`src/rtl/fsbp_params.svh`:
```
// Purpose: Constants for the flash status and block protection logic.
// Assumes: One 20 MHz system clock; serial link sampled, not clocked.
// Notes:   Opcodes and busy times are local choices of this block.
`ifndef FSBP_PARAMS_SVH
`define FSBP_PARAMS_SVH

// Status register field positions
`define FSBP_SR_SRWD      7
`define FSBP_SR_BP3       6
`define FSBP_SR_TB        5
`define FSBP_SR_WEL       1
`define FSBP_SR_WIP       0
// Flag status register field positions
`define FSBP_FS_READY     7
`define FSBP_FS_ERASE_ERR 5
`define FSBP_FS_PROG_ERR  4
`define FSBP_FS_PROT_ERR  1
`define FSBP_FS_ADDR4     0
// Reset values of the stored status fields
`define FSBP_SRWD_RST     1'b0
`define FSBP_TB_RST       1'b0
`define FSBP_BP_RST       4'h0
// Array geometry
`define FSBP_ADDR_W       26
`define FSBP_SECT_LSB     16
`define FSBP_SECT_W       10
`define FSBP_BP_ALL       4'hb
// Command opcodes
`define FSBP_OP_WRSR      8'h01
`define FSBP_OP_PROG      8'h12
`define FSBP_OP_RDSR      8'h05
`define FSBP_OP_WRDI      8'h04
`define FSBP_OP_WREN      8'h06
`define FSBP_OP_RDFS      8'h70
`define FSBP_OP_CLFS      8'h50
`define FSBP_OP_SE64      8'hdc
`define FSBP_OP_SE4       8'h21
`define FSBP_OP_BULK      8'hc7
// Timing: clock period and busy times in ns, cycles derived
`define FSBP_CLK_NS       50
`define FSBP_T_WRSR_NS    2000
`define FSBP_T_PROG_NS    10000
`define FSBP_T_ERASE_NS   100000
`define FSBP_T_BULK_NS    200000
`define FSBP_CYC(ns)      (((ns) + `FSBP_CLK_NS - 1) / `FSBP_CLK_NS)
`define FSBP_ADDR_BYTES   3'd4

`endif

```
`src/rtl/fsbp_pkg.sv`:
```
// Purpose: Types shared by the status and block protection design.
// Assumes: Constants live in fsbp_params.svh.
// Notes:   Parser states only.
package fsbp_pkg;
  // Frame parser states
  typedef enum logic [2:0] {
    ST_CMD,
    ST_ADDR,
    ST_WDATA,
    ST_PDATA,
    ST_READ,
    ST_SKIP
  } fsbp_state_e;
endpackage

```
`src/rtl/fsbp_range_check.sv`:
```
// Purpose: Decide whether a 64KB sector lies in the protected area.
// Assumes: Purely combinational; inputs from registered state.
// Notes:   Sector index is the upper address bits.
`timescale 1ns/1ps
`include "fsbp_params.svh"
module fsbp_range_check (
  input  wire logic [3:0]              bp_i,      // Block protect code
  input  wire logic                    tb_i,      // 1 anchors at bottom
  input  wire logic [`FSBP_SECT_W-1:0] sector_i,  // Target sector
  output logic                         protect_o  // Sector is protected
);
  logic [`FSBP_SECT_W:0] span;   // Number of protected sectors
  logic [`FSBP_SECT_W:0] sect_x; // Sector widened for compare

  // Size of the protected area from the code
  always_comb begin
    sect_x = {1'b0, sector_i};
    span   = '0;
    if (bp_i >= `FSBP_BP_ALL) begin
      span = 11'h400;
    end else if (bp_i != 4'h0) begin
      span = 11'h001 << (bp_i - 4'h1);
    end
  end

  // Compare against top or bottom anchored range
  always_comb begin
    if (tb_i) begin
      protect_o = sect_x < span;
    end else begin
      protect_o = sect_x >= (11'h400 - span);
    end
  end
endmodule

```
`src/rtl/fsbp_top.sv`:
```
// Purpose: Status register, block protection and serial command front.
// Assumes: Serial pins sampled by clock_i; link clock mode 0.
// Notes:   The array itself lies outside; only gated starts leave here.
`timescale 1ns/1ps
`include "fsbp_params.svh"
module fsbp_top (
  input  wire logic                    clock_i,     // System clock
  input  wire logic                    resetn_i,    // Sync reset, low
  input  wire logic                    sel_n_i,     // Chip select, low
  input  wire logic                    sck_i,       // Serial clock
  input  wire logic                    mosi_i,      // Serial data in
  input  wire logic                    wp_n_i,      // Write protect pin
  output logic                         miso_o,      // Serial data out
  output logic                         miso_oe_o,   // Data out drive
  output logic                         op_start_o,  // Array op pulse
  output logic [1:0]                   op_kind_o,   // 0 prog 1 sect 2 bulk
  output logic [`FSBP_ADDR_W-1:0]      op_addr_o    // Array op address
);
  import fsbp_pkg::*;

  // Synchronisers and edge history
  logic [1:0] sel_sy, sck_sy, mosi_sy, wp_sy;  // First, second stage
  logic       sel_d, sck_d;                    // Third stage for edges
  logic       sck_rise, sck_fall, frame_end;   // Decoded events
  // Byte receiver
  logic [6:0] rx_sr_reg;      // Shift in bits
  logic [2:0] rx_cnt_reg;     // Bits gathered
  logic       byte_vld_reg;   // One-cycle byte pulse
  logic [7:0] byte_reg;       // Received byte
  // Parser
  fsbp_state_e state_reg;                // Frame parser state
  logic [7:0]  opcode_reg;               // Command of this frame
  logic [31:0] addr_reg;                 // Gathered address
  logic [2:0]  addr_cnt_reg;             // Address bytes gathered
  logic [7:0]  wdata_reg;                // Status write data
  logic        have_wdata_reg;           // Status data byte arrived
  logic        have_addr_reg;            // Full address arrived
  // Status and flag state
  logic       srwd_reg;                  // Write disable control
  logic       tb_reg;                    // Top or bottom anchor
  logic [3:0] bp_reg;                    // Block protect code
  logic       wel_reg;                   // Write enable latch
  logic       prot_err_reg;              // Protection error flag
  logic       prog_err_reg;              // Program error flag
  logic       erase_err_reg;             // Erase error flag
  logic [11:0] busy_cnt_reg;             // Busy cycles remaining
  logic [11:0] busy_len_reg;             // Busy length to load
  logic       busy_go_reg;               // Load the busy timer
  logic       busy, busy_done;           // Timer decodes
  logic       fs_ready;                  // Controller ready
  logic       hw_lock;                   // Status frozen by pin
  logic       sect_prot;                 // Target sector protected
  logic [7:0] status_byte, flag_byte;    // Readable images
  // Output shifter
  logic [7:0] tx_sr_reg;                 // Outgoing bits
  logic [2:0] tx_cnt_reg;                // Bits sent of byte

  // Two flip-flops on each pin, a third for edges
  always_ff @(posedge clock_i) begin
    sel_sy  <= {sel_sy[0], sel_n_i};
    sck_sy  <= {sck_sy[0], sck_i};
    mosi_sy <= {mosi_sy[0], mosi_i};
    wp_sy   <= {wp_sy[0], wp_n_i};
    sel_d   <= sel_sy[1];
    sck_d   <= sck_sy[1];
  end

  assign sck_rise  = sck_sy[1] & ~sck_d & ~sel_sy[1];
  assign sck_fall  = ~sck_sy[1] & sck_d & ~sel_sy[1];
  assign frame_end = sel_sy[1] & ~sel_d;

  // Shift in a byte on rising serial clock
  always_ff @(posedge clock_i) begin
    byte_vld_reg <= 1'b0;
    if (!resetn_i || sel_sy[1]) begin
      rx_cnt_reg <= 3'h0;
      rx_sr_reg  <= 7'h00;
    end else if (sck_rise) begin
      rx_sr_reg  <= {rx_sr_reg[5:0], mosi_sy[1]};
      rx_cnt_reg <= rx_cnt_reg + 3'h1;
      if (rx_cnt_reg == 3'h7) begin
        byte_vld_reg <= 1'b1;
        byte_reg     <= {rx_sr_reg, mosi_sy[1]};
      end
    end
  end

  // Frame parser: opcode, address and data bytes
  always_ff @(posedge clock_i) begin
    if (!resetn_i || sel_sy[1]) begin
      state_reg      <= ST_CMD;
      addr_cnt_reg   <= 3'h0;
      have_wdata_reg <= 1'b0;
      have_addr_reg  <= 1'b0;
      // Clear the command so an empty frame cannot repeat it
      opcode_reg     <= 8'h00;
      if (!resetn_i) begin
        addr_reg   <= 32'h0;
        wdata_reg  <= 8'h00;
      end
    end else if (byte_vld_reg) begin
      unique case (state_reg)
        ST_CMD: begin
          opcode_reg <= byte_reg;
          unique case (byte_reg)
            `FSBP_OP_RDSR, `FSBP_OP_RDFS: state_reg <= ST_READ;
            `FSBP_OP_WRSR:                state_reg <= ST_WDATA;
            `FSBP_OP_PROG, `FSBP_OP_SE64,
            `FSBP_OP_SE4:                 state_reg <= ST_ADDR;
            default:                      state_reg <= ST_SKIP;
          endcase
        end
        ST_ADDR: begin
          addr_reg     <= {addr_reg[23:0], byte_reg};
          addr_cnt_reg <= addr_cnt_reg + 3'h1;
          if (addr_cnt_reg == `FSBP_ADDR_BYTES - 3'h1) begin
            have_addr_reg <= 1'b1;
            state_reg     <= (opcode_reg == `FSBP_OP_PROG) ?
                             ST_PDATA : ST_SKIP;
          end
        end
        ST_WDATA: begin
          wdata_reg      <= byte_reg;
          have_wdata_reg <= 1'b1;
          state_reg      <= ST_SKIP;
        end
        ST_PDATA, ST_READ, ST_SKIP: state_reg <= state_reg;
      endcase
    end
  end

  assign hw_lock = srwd_reg & ~wp_sy[1];
  assign fs_ready = ~busy;
  assign status_byte = {srwd_reg, bp_reg[3], tb_reg, bp_reg[2:0],
                        wel_reg, ~fs_ready};
  assign flag_byte = {fs_ready, 1'b0, erase_err_reg, prog_err_reg,
                      2'b00, prot_err_reg, 1'b1};

  // Sector of the target address inside the 26-bit array
  fsbp_range_check u_range (
    .bp_i      (bp_reg),
    .tb_i      (tb_reg),
    .sector_i  (addr_reg[`FSBP_SECT_LSB +: `FSBP_SECT_W]),
    .protect_o (sect_prot)
  );

  // Execute the frame's command when select rises
  always_ff @(posedge clock_i) begin
    busy_go_reg <= 1'b0;
    op_start_o  <= 1'b0;
    if (!resetn_i) begin
      srwd_reg      <= `FSBP_SRWD_RST;
      tb_reg        <= `FSBP_TB_RST;
      bp_reg        <= `FSBP_BP_RST;
      wel_reg       <= 1'b0;
      prot_err_reg  <= 1'b0;
      prog_err_reg  <= 1'b0;
      erase_err_reg <= 1'b0;
      busy_len_reg  <= 12'h0;
      op_kind_o     <= 2'h0;
      op_addr_o     <= '0;
    end else if (busy_done) begin
      wel_reg <= 1'b0;  // Latch drops when a write cycle ends
    end else if (frame_end && !busy) begin
      unique case (opcode_reg)
        `FSBP_OP_WREN: wel_reg <= 1'b1;
        `FSBP_OP_WRDI: wel_reg <= 1'b0;
        `FSBP_OP_CLFS: begin
          prot_err_reg  <= 1'b0;
          prog_err_reg  <= 1'b0;
          erase_err_reg <= 1'b0;
        end
        `FSBP_OP_WRSR: begin
          if (have_wdata_reg && wel_reg && !hw_lock) begin
            srwd_reg     <= wdata_reg[`FSBP_SR_SRWD];
            tb_reg       <= wdata_reg[`FSBP_SR_TB];
            bp_reg       <= {wdata_reg[`FSBP_SR_BP3], wdata_reg[4:2]};
            busy_len_reg <= 12'(`FSBP_CYC(`FSBP_T_WRSR_NS));
            busy_go_reg  <= 1'b1;
          end
        end
        `FSBP_OP_PROG, `FSBP_OP_SE64, `FSBP_OP_SE4: begin
          if (have_addr_reg && wel_reg) begin
            if (sect_prot) begin
              prot_err_reg <= 1'b1;
              wel_reg      <= 1'b0;
              if (opcode_reg == `FSBP_OP_PROG) begin
                prog_err_reg <= 1'b1;
              end else begin
                erase_err_reg <= 1'b1;
              end
            end else begin
              op_start_o   <= 1'b1;
              op_kind_o    <= (opcode_reg == `FSBP_OP_PROG) ? 2'h0 : 2'h1;
              op_addr_o    <= addr_reg[`FSBP_ADDR_W-1:0];
              busy_go_reg  <= 1'b1;
              busy_len_reg <= (opcode_reg == `FSBP_OP_PROG) ?
                              12'(`FSBP_CYC(`FSBP_T_PROG_NS)) :
                              12'(`FSBP_CYC(`FSBP_T_ERASE_NS));
            end
          end
        end
        `FSBP_OP_BULK: begin
          if (wel_reg && bp_reg == 4'h0) begin
            op_start_o   <= 1'b1;
            op_kind_o    <= 2'h2;
            op_addr_o    <= '0;
            busy_go_reg  <= 1'b1;
            busy_len_reg <= 12'(`FSBP_CYC(`FSBP_T_BULK_NS));
          end
        end
        default: wel_reg <= wel_reg;  // Reads and unknown codes
      endcase
    end
  end

  // Busy timer covering write, program and erase cycles
  always_ff @(posedge clock_i) begin
    if (!resetn_i) begin
      busy_cnt_reg <= 12'h0;
    end else if (busy_go_reg) begin
      busy_cnt_reg <= busy_len_reg;
    end else if (busy) begin
      busy_cnt_reg <= busy_cnt_reg - 12'h1;
    end
  end

  assign busy      = (busy_cnt_reg != 12'h0) | busy_go_reg;
  assign busy_done = (busy_cnt_reg == 12'h1) & ~busy_go_reg;

  // Drive status bits out on falling serial clock
  always_ff @(posedge clock_i) begin
    if (!resetn_i || sel_sy[1]) begin
      miso_o     <= 1'b0;
      miso_oe_o  <= 1'b0;
      tx_cnt_reg <= 3'h0;
      tx_sr_reg  <= 8'h00;
    end else if (sck_fall && state_reg == ST_READ) begin
      miso_oe_o  <= 1'b1;
      tx_cnt_reg <= tx_cnt_reg + 3'h1;
      if (tx_cnt_reg == 3'h0) begin
        // Fresh image each byte so polling sees live busy
        tx_sr_reg <= (opcode_reg == `FSBP_OP_RDFS) ?
                     {flag_byte[6:0], 1'b0} :
                     {status_byte[6:0], 1'b0};
        miso_o    <= (opcode_reg == `FSBP_OP_RDFS) ?
                     flag_byte[7] : status_byte[7];
      end else begin
        miso_o    <= tx_sr_reg[7];
        tx_sr_reg <= {tx_sr_reg[6:0], 1'b0};
      end
    end
  end
endmodule

```
`config.mk`:
```
export PLATFORM = sky130hd
export DESIGN_NAME = fsbp_top
export DESIGN_NICKNAME = d
export VERILOG_FILES = /design/src/rtl/fsbp_pkg.sv /design/src/rtl/fsbp_range_check.sv /design/src/rtl/fsbp_top.sv
export VERILOG_INCLUDE_DIRS = /design/src /design/src/rtl
export SDC_FILE = /design/constraint.sdc
export NUM_CORES = 1
export LEC_CHECK = 0
export ABC_CLOCK_PERIOD_IN_PS = 9140
export BUFFER_PORTS_ARGS = -buffer_cell sky130_fd_sc_hd__buf_2
export CAP_MARGIN = 0
export CORE_UTILIZATION = 45
export DETAILED_ROUTE_END_ITERATION = 7
export PLACE_DENSITY = 0.66
export SYNTH_ARGS = -nofsm -noshare
export SYNTH_HDL_FRONTEND = slang
export SYNTH_SLANG_ARGS = --single-unit
```
`constraint.sdc`:
```
create_clock -name clock_i -period 9.14 [get_ports clock_i]
set_clock_uncertainty 0.05 [all_clocks]
set_input_delay 1.828 -clock clock_i [delete_from_list [all_inputs] [get_ports clock_i]]
set_output_delay 1.828 -clock clock_i [all_outputs]
set_load 0.01 [all_outputs]
```
==> flow_metrics.env, run 1 <==
export IMPL_grt_pass1_wl_microns=24600
export IMPL_use_met3_pct=4.29
export IMPL_grt_pass1_vias=5034
export IMPL_port_buffers=36
export IMPL_grt_busiest_layer="met2"
export IMPL_nFillCells=1397
export IMPL_design_area_sq_um=7770
export IMPL_drt_pass1_iter_count=4
export IMPL_synth_ff_type="dfxtp_1"
export IMPL_grt_max_degree=60
export IMPL_outcome="complete, no violations"
export IMPL_worstHoldStart="mosi_sy[0]"
export IMPL_max_freq_ghz=0.259
export IMPL_max_slew_margin_pct=33.8
export IMPL_met1_usage_pct=24.8
export IMPL_antennaDiodeCount=0
export IMPL_timing_final_max_slew_violations=0
export IMPL_grt_antenna_before_repair=0
export IMPL_rsz0062_at_grt="false"
export IMPL_ys_ff_latch=148
export IMPL_final_seq_area_sq_um=3360
export IMPL_finalHoldViolCount=0
export IMPL_tns_ns=0
export IMPL_ios=37
export IMPL_fin_util_pct=51.3
export IMPL_slowest_delay_ns=0.63
export IMPL_synth_nets=758
export IMPL_drive_gt1_share_pct=10.3
export IMPL_fp_dieW_microns=126
export IMPL_syn_area_sq_um=6950
export IMPL_cpMostUsedCell="nand2_1"
export IMPL_rrSetupSlack_ns=5.28
export IMPL_clkTransAtPathRegs_ns=0.06
export IMPL_cts_tree="yes"
export IMPL_gp_congestion=0.910
export IMPL_crit_slowest_cell="dfxtp_1"
export IMPL_min_path_cells=0
export IMPL_htreeDepth=4
export IMPL_ctsHoldBuffers=0
export IMPL_required_ns=9.44
export IMPL_worstSetupStartpoint="bp_reg[0]"
export IMPL_design_die_area_sq_um=15900
export IMPL_r2r_end="op_addr_o[20]"
export IMPL_drt_iter0_markers=330
export IMPL_powerDensity_nw_per_um2=204
export IMPL_coreArea_sq_um=15100
export IMPL_yosysWarnings=0
export IMPL_grt_overflow_total=0
export IMPL_worst_setup_path_end_kind="flop"
export IMPL_cts_root_buf="clkbuf_16"
export IMPL_final_min_clock_period_ns=3.86
export IMPL_routed_via_density=5.53
export IMPL_track_usage_pct=19.7
export IMPL_grt_use_met2_pct=31.8
export IMPL_worstMarginPinSlew_ns=0.994
export IMPL_maxCapViolCount=0
export IMPL_wl_per_cell_microns=15.4
export IMPL_layout_cells_most_common_list="nand2_1 (113), dfxtp_1 (108), nor2_1 (58), mux2i_1 (52), edfxtp_1 (40)"
export IMPL_route_detailed_drc=0
export IMPL_crit_arrival_ns=4.16
export IMPL_clock_sinks=148
export IMPL_start_util_pct=45.9
export IMPL_layout_commonest_cell="nand2_1"
export IMPL_synth_top_area_cell="dfxtp_1"
export IMPL_reg2reg_from="bp_reg[0]"
export IMPL_numCtsBuffers=17
export IMPL_crit_chain="inv_1 > nor4_1 > inv_1 > ha_1 > nand2_1 > o21ai_0 > nand2_1 > nand2_1 > ha_1 > a21oi_1 > nor2_1 > a211oi_1 > a2111o_1 > o211a_1 > buf_4 > mux2i_1"
export IMPL_die_h_microns=126
export IMPL_antenna_left=0
export IMPL_synth_edf_count=40
export IMPL_syn_inst=724
export IMPL_hold_path_endpoint="mosi_sy[1]"
export IMPL_clk_path_buf_depth=2
export IMPL_worstSkewPairLatency_ns=0.42
export IMPL_timing_final_crit_share_pct=42.3
export IMPL_rr_worst_depth=16
export IMPL_ys_seq_area_share_pct=48.4
export IMPL_min_path_type="flop to flop"
export IMPL_vdd_ir_drop_max_mv=0.132
export IMPL_synth_area_leaders="dfxtp_1 (31%), edfxtp_1 (17%), mux2i_1 (7.5%)"
export IMPL_dp_hpwl_microns=10100
export IMPL_critPathLaunchType="flop"
export IMPL_postCtsSetupRepairBufs=0
export IMPL_wl_microns=14500
export IMPL_cts_resized=0
export IMPL_multiInputGateArea_sq_um=3320
export IMPL_finalSetupViolations=0
export IMPL_path_class="flop to flop"
export IMPL_place_area_sq_um=7210
export IMPL_synth_top_area_share_pct=31.1
export IMPL_vias=5214
export IMPL_synth_area_per_cell_sq_um=9.60
export IMPL_num_rows=45
export IMPL_area_growth_pct=11.8
export IMPL_path_max_fanout=28
export IMPL_synthArstFlopShare_pct=0
export IMPL_nets=776
export IMPL_leakagePower_uw=0.00287
export IMPL_ys_types=66
[cell families (layout without fill, tap and decap cells)]
group                    Yosys count  after routing  share of synthesized area [%]
buffers and inverters             61             92                           4.16
adder cells (fa/ha/maj)           28             28                           5.04
AND/OR/NAND/NOR                  312            312                           22.8
flip-flops                       148            148                           48.4
AO/OA/AOI/OAI                    112            112                           10.7
XOR/XNOR                           9              9                           1.13
multiplexers                      54             54                           7.81
[worst max path at each step]
| stage | end | slack (ns) | cells past startpoint |
|---|---|---|---|
| finish | op_addr_o[20] | 5.28 | 16 |
| global route | op_addr_o[6] | 4.85 | 16 |
| CTS | op_addr_o[20] | 5.29 | 16 |
| detailed placement | op_kind_o[0] | 5.27 | 5 |
| global placement | op_kind_o[0] | 5.29 | 5 |
| floorplan | addr_reg[0] | 5.77 | 3 |
[routing by layer]
metal  up-vias  share of wire (%)
li1       2610                  -
met1      2470                 47
met2       112                 47
met3        22                4.0
met4         0                2.2
met5         -                  0
[critical path, delay by kind of cell, from the launching register on]
| family | cells | cell delay (ns) |
|---|---|---|
| multiplexers | 1 | 0.25 |
| flip-flops | 1 | 0.63 |
| AO/OA/AOI/OAI | 5 | 0.87 |
| buffers and inverters | 3 | 0.64 |
| adder cells (fa/ha/maj) | 2 | 0.59 |
| AND/OR/NAND/NOR | 5 | 0.71 |
[layout make-up]
class                      count  area share, %
inverter                      18          0.869
clock inverter                10           1.29
multi-input combinational    515           42.7
clock buffer                  22           5.97
tap                          188           3.03
timing repair buffer          42           2.90
sequential                   148           43.3
[synth_stat cells, types with 3 or more instances]
library cell	count
and3_1	9
a311oi_1	4
or4_1	3
nand2b_1	9
nand3_1	12
nand3b_1	3
mux2i_1	52
a211oi_1	10
a31oi_1	6
o211ai_1	4
and2_1	29
ha_1	28
a21o_1	3
clkbuf_1	29
nor3b_1	5
nor3_1	12
edfxtp_1	40
nor4_1	9
nor2b_1	17
o21ai_0	17
o21a_1	3
inv_1	18
a21oi_1	38
nor2_1	58
dfxtp_1	108
a211o_1	3
o31ai_1	4
a41oi_1	3
nand2_1	113
nand4_1	6
or3_1	6
nand4b_1	4
xnor2_1	7
nor4b_1	5
o211a_1	4
buf_2	7
[report_power, final]
group | leakage, uW | internal [uW] | switching, uW
Sequential | 0.00128 | 700 | 23.2
Clock | 0.000271 | 391 | 272
Combinational | 0.00131 | 80.1 | 121
Total | 0.00287 | 1170 | 416
[per-stage QoR]
stage / setup WS (ns) / power (uW) / hold WS (ns) / std cells
floorplan: 5.77 / 889 / 0.260 / 724
global placement: 5.29 / 929 / 0.261 / 911
detailed placement: 5.27 / 937 / 0.262 / 911
CTS: 5.29 / 1600 / 0.276 / 943
global route: 4.85 / 1660 / 0.293 / 943
finish: 5.28 / 1590 / 0.275 / 943
Power figures use the tool's default switching activity.
==> inputs of run 2 (changes only) <==
- ABC_CLOCK_PERIOD_IN_PS: 9140 -> 3730
- clock period: 9.14 -> 3.73 ns (I/O delays scaled with it)
==> flow_metrics.env, run 2 (same netlist as run 1, synthesis figures left out) <==
export IMPL_crit_arrival_ns=3.65
export IMPL_cts_root_buf="clkbuf_16"
export IMPL_max_freq_ghz=0.298
export IMPL_grt_max_degree=57
export IMPL_coreArea_sq_um=15100
export IMPL_place_area_sq_um=7250
export IMPL_nets=780
export IMPL_wl_per_cell_microns=15.5
export IMPL_vdd_ir_drop_max_mv=0.315
export IMPL_rr_worst_depth=15
export IMPL_reg2reg_from="bp_reg[2]"
export IMPL_timing_final_crit_share_pct=89.8
export IMPL_grt_overflow_total=0
export IMPL_clock_sinks=148
export IMPL_worstSetupStartpoint="bp_reg[2]"
export IMPL_rrSetupSlack_ns=0.38
export IMPL_powerDensity_nw_per_um2=497
export IMPL_cts_resized=0
export IMPL_finalHoldViolCount=0
export IMPL_cts_tree="yes"
export IMPL_tns_ns=0
export IMPL_endpoint="op_addr_o[8]"
export IMPL_area_growth_pct=12.5
export IMPL_min_path_type="flop to flop"
export IMPL_design_area_sq_um=7820
export IMPL_clkTransAtPathRegs_ns=0.06
export IMPL_die_h_microns=126
export IMPL_layout_commonest_cell="nand2_1"
export IMPL_leakagePower_uw=0.00290
export IMPL_outcome="complete, no violations"
export IMPL_path_max_fanout=28
export IMPL_ctsHoldBuffers=0
export IMPL_max_slew_margin_pct=25.9
export IMPL_required_ns=4.02
export IMPL_start_util_pct=45.9
export IMPL_r2r_end="op_addr_o[8]"
export IMPL_drive_gt1_share_pct=11.1
export IMPL_layout_cells_most_common_list="nand2_1 (113), dfxtp_1 (107), nor2_1 (58), mux2i_1 (52), edfxtp_1 (40)"
export IMPL_drt_pass1_iter_count=5
export IMPL_grt_antenna_before_repair=0
export IMPL_ios=37
export IMPL_antenna_left=0
export IMPL_critPathLaunchType="flop"
export IMPL_design_die_area_sq_um=15900
export IMPL_final_min_clock_period_ns=3.35
export IMPL_fp_dieW_microns=126
export IMPL_finalSetupViolations=0
export IMPL_track_usage_pct=20.0
export IMPL_route_detailed_drc=0
export IMPL_path_class="flop to flop"
export IMPL_grt_pass1_vias=5099
export IMPL_postCtsSetupRepairBufs=0
export IMPL_worstMarginPinSlew_ns=1.11
export IMPL_grt_pass1_wl_microns=25000
export IMPL_num_rows=45
export IMPL_dp_hpwl_microns=10500
export IMPL_port_buffers=36
export IMPL_antennaDiodeCount=0
export IMPL_maxCapViolCount=0
export IMPL_drt_iter0_markers=330
export IMPL_power_total_uw=3880
export IMPL_gp_congestion=0.877
export IMPL_wl_microns=14700
export IMPL_numCtsBuffers=17
export IMPL_worst_setup_path_end_kind="flop"
export IMPL_htreeDepth=4
export IMPL_timing_final_max_slew_violations=0
export IMPL_rsz0062_at_grt="false"
export IMPL_vias=5190
export IMPL_clk_path_buf_depth=2
export IMPL_worstSkewPairLatency_ns=0.42
export IMPL_routed_via_density=5.48
run 2: worst min-delay path by stage:
stage          startpoint         end  slack (ns)  depth (start not counted)
2_1_floorplan  mosi_sy[0]  mosi_sy[1]        0.26                          0
3_3_place_gp    sel_sy[0]   sel_sy[1]        0.26                          0
3_5_place_dp   mosi_sy[0]  mosi_sy[1]        0.26                          0
4_1_cts        mosi_sy[0]  mosi_sy[1]        0.28                          0
5_1_grt        mosi_sy[0]  mosi_sy[1]        0.28                          0
6_report       mosi_sy[0]  mosi_sy[1]        0.28                          0
run 2: metal layers:
layer,wire length [microns],track usage (%)
met5,0,0
met4,400,9.85
met3,515,4.16
met2,6970,32.7
met1,6790,25.1
run 2: where the power goes:
group          internal (uW)  switching (uW)  leakage (uW)  total (uW)
clock                    926             686      0.000276        1610
sequential              1720            56.9       0.00128        1770
combinational            195             302       0.00134         498
total                   2840            1040       0.00290        3880
run 2: metrics by stage:
stage	util, %	hold WS, ns	cells	worst slack [ns]
floorplan	-	0.260	724	0.390
global placement	47.9	0.262	915	0.502
detailed placement	47.9	0.262	915	0.315
CTS	51.5	0.276	947	0.308
global route	51.6	0.279	947	0.0176
finish	51.6	0.277	947	0.379
run 2: area by class of cell:
class | count | area, sq um
Clock buffer | 18 | 429
Tap cell | 188 | 235
Clock inverter | 14 | 129
Inverter | 18 | 67.6
Timing Repair Buffer | 46 | 268
Fill cell | 1373 | 7330
Multi-Input combinational cell | 515 | 3320
Sequential cell | 148 | 3360
run 2: worst max-delay path: stages (launching register included):
cell and delay (ns):
dfxtp_1 0.47, nor4_2 0.39, inv_1 0.09, ha_1 0.28, nand2_1 0.10, o21ai_0 0.08, nand2_1 0.08, nand2_1 0.07
ha_1 0.30, a21oi_1 0.15, nor2_1 0.05, a211oi_1 0.34, a2111o_1 0.17, o211a_1 0.20, buf_12 0.22, mux2i_1 0.22
==> inputs of run 3 (changes only) <==
- ABC_CLOCK_PERIOD_IN_PS: 3730 -> 4100
- clock period: 3.73 -> 4.1 ns (I/O delays scaled with it)
==> flow_metrics.env, run 3 (same netlist as run 1, synthesis figures left out) <==
export IMPL_clkPwrFrac_pct=43.2
export IMPL_grt_overflow_total=0
export IMPL_leakagePower_uw=0.00289
export IMPL_final_min_clock_period_ns=3.53
export IMPL_cpLargestDelayFamily="compound AO/OA/AOI/OAI gates"
export IMPL_worst_setup_path_end_kind="flop"
export IMPL_grt_pass1_vias=5112
export IMPL_fin_util_pct=51.6
export IMPL_cts_tree="yes"
export IMPL_fp_dieW_microns=126
export IMPL_worstMarginPinSlew_ns=1.03
export IMPL_grt_antenna_before_repair=0
export IMPL_design_die_area_sq_um=15900
export IMPL_whs_ns=0.277
export IMPL_cp_num_buf_inv=1
export IMPL_rsz0062_at_grt="false"
export IMPL_clk_path_buf_depth=2
export IMPL_cts_root_buf="clkbuf_16"
export IMPL_numCtsBuffers=17
export IMPL_dp_hpwl_microns=10500
export IMPL_grt_pass1_wl_microns=24700
export IMPL_worstSetupStartpoint="bp_reg[1]"
export IMPL_drive_gt1_share_pct=10.7
export IMPL_crit_slowest_cell="dfxtp_1"
export IMPL_place_area_sq_um=7220
export IMPL_clkTransAtPathRegs_ns=0.06
export IMPL_slowest_delay_ns=0.63
export IMPL_maxCapViolCount=0
export IMPL_layout_cells_most_common_list="nand2_1 (113), dfxtp_1 (107), nor2_1 (58), mux2i_1 (52), edfxtp_1 (40)"
export IMPL_r2r_end="op_addr_o[19]"
export IMPL_wl_met2_microns=7000
export IMPL_htreeDepth=4
export IMPL_routed_via_density=5.49
export IMPL_met1Wirelength_microns=6820
export IMPL_drt_iter0_markers=353
export IMPL_max_slew_margin_pct=30.9
export IMPL_grt_max_degree=35
export IMPL_gp_congestion=0.891
export IMPL_critPathLaunchType="flop"
export IMPL_crit_chain="nor2b_1 > nand2_1 > ha_1 > o21ai_0 > o21ai_0 > ha_1 > a21oi_1 > o21ai_0 > a211oi_1 > a2111o_1 > o211a_1 > buf_12 > mux2i_1"
export IMPL_vdd_ir_drop_max_mv=0.317
export IMPL_p_comb_share_pct=12.4
export IMPL_nets=776
export IMPL_port_buffers=36
export IMPL_critical_path_depth=13
export IMPL_reg2reg_from="bp_reg[1]"
export IMPL_start_util_pct=45.9
export IMPL_top_layer="met4"
export IMPL_cts_resized=0
export IMPL_die_h_microns=126
export IMPL_antenna_left=0
export IMPL_design_area_sq_um=7820
export IMPL_power_frac_seq_pct=44.4
export IMPL_rrSetupSlack_ns=0.57
export IMPL_p_int_uw=2680
export IMPL_endpoint="op_addr_o[19]"
export IMPL_outcome="complete, no violations"
export IMPL_final_cells=943
export IMPL_met3WireLength_microns=511
export IMPL_dp_cells=911
export IMPL_coreArea_sq_um=15100
export IMPL_postCtsSetupRepairBufs=0
export IMPL_drt_pass1_iter_count=4
export IMPL_cpMostUsedCell="o21ai_0"
export IMPL_ios=37
export IMPL_wl_per_cell_microns=15.5
export IMPL_timing_final_crit_share_pct=86.1
export IMPL_track_usage_pct=19.6
export IMPL_num_rows=45
export IMPL_path_max_fanout=27
export IMPL_wl_microns=14600
export IMPL_worstSkewPairLatency_ns=0.42
export IMPL_ctsHoldBuffers=0
export IMPL_antennaDiodeCount=0
export IMPL_finalSetupViolations=0
export IMPL_clock_sinks=148
export IMPL_required_ns=4.39
export IMPL_powerDensity_nw_per_um2=465
export IMPL_vias=5181
export IMPL_netSwitchingFraction_pct=26.3
export IMPL_min_path_type="flop to flop"
export IMPL_area_growth_pct=12.6
export IMPL_layout_commonest_cell="nand2_1"
export IMPL_timing_final_max_slew_violations=0
export IMPL_crit_arrival_ns=3.82
export IMPL_max_freq_ghz=0.283
export IMPL_route_detailed_drc=0
export IMPL_net_switching_power_uw=954
export IMPL_tns_ns=0
export IMPL_path_class="flop to flop"
export IMPL_finalHoldViolCount=0
export IMPL_rr_worst_depth=13
[run 3: per-layer routing]
layer | global-route usage, % | up-vias
met3 | 5.27 | 21
met1 | 24.5 | 2463
met5 | 0 | -
met2 | 32.6 | 97
met4 | 6.95 | 0
li1 | - | 2600
[run 3: cell type report]
type | instances | area [sq um]
timing repair buffer | 42 | 238
clock inverter | 13 | 148
sequential | 148 | 3360
fill | 1394 | 7320
multi-input combinational | 515 | 3320
inverter | 18 | 67.6
clock buffer | 19 | 454
tap | 188 | 235
[run 3: metrics by stage]
stage               total power (uW)  worst slack, ns
floorplan                       1980            0.760
global placement                2070            0.633
detailed placement              2100            0.482
CTS                             3660            0.461
global route                    3800            0.159
finish                          3630            0.570
[run 3: power by group through the flow]
stage,Clock (uW),Sequential [uW],Combinational [uW]
final,1570,1610,451
after global placement,0,1640,429
after CTS,1600,1610,450
after global routing,1660,1620,508
after detailed placement,0,1650,449
after floorplan,0,1630,353
[run 3: how the worst min path moves through the flow]
stage / to / cells past startpoint / from
after global placement: mosi_sy[1] / 0 / mosi_sy[0]
final: sel_sy[1] / 0 / sel_sy[0]
after floorplan: mosi_sy[1] / 0 / mosi_sy[0]
after detailed placement: sel_sy[1] / 0 / sel_sy[0]
after global routing: mosi_sy[1] / 0 / mosi_sy[0]
after CTS: sel_sy[1] / 0 / sel_sy[0]
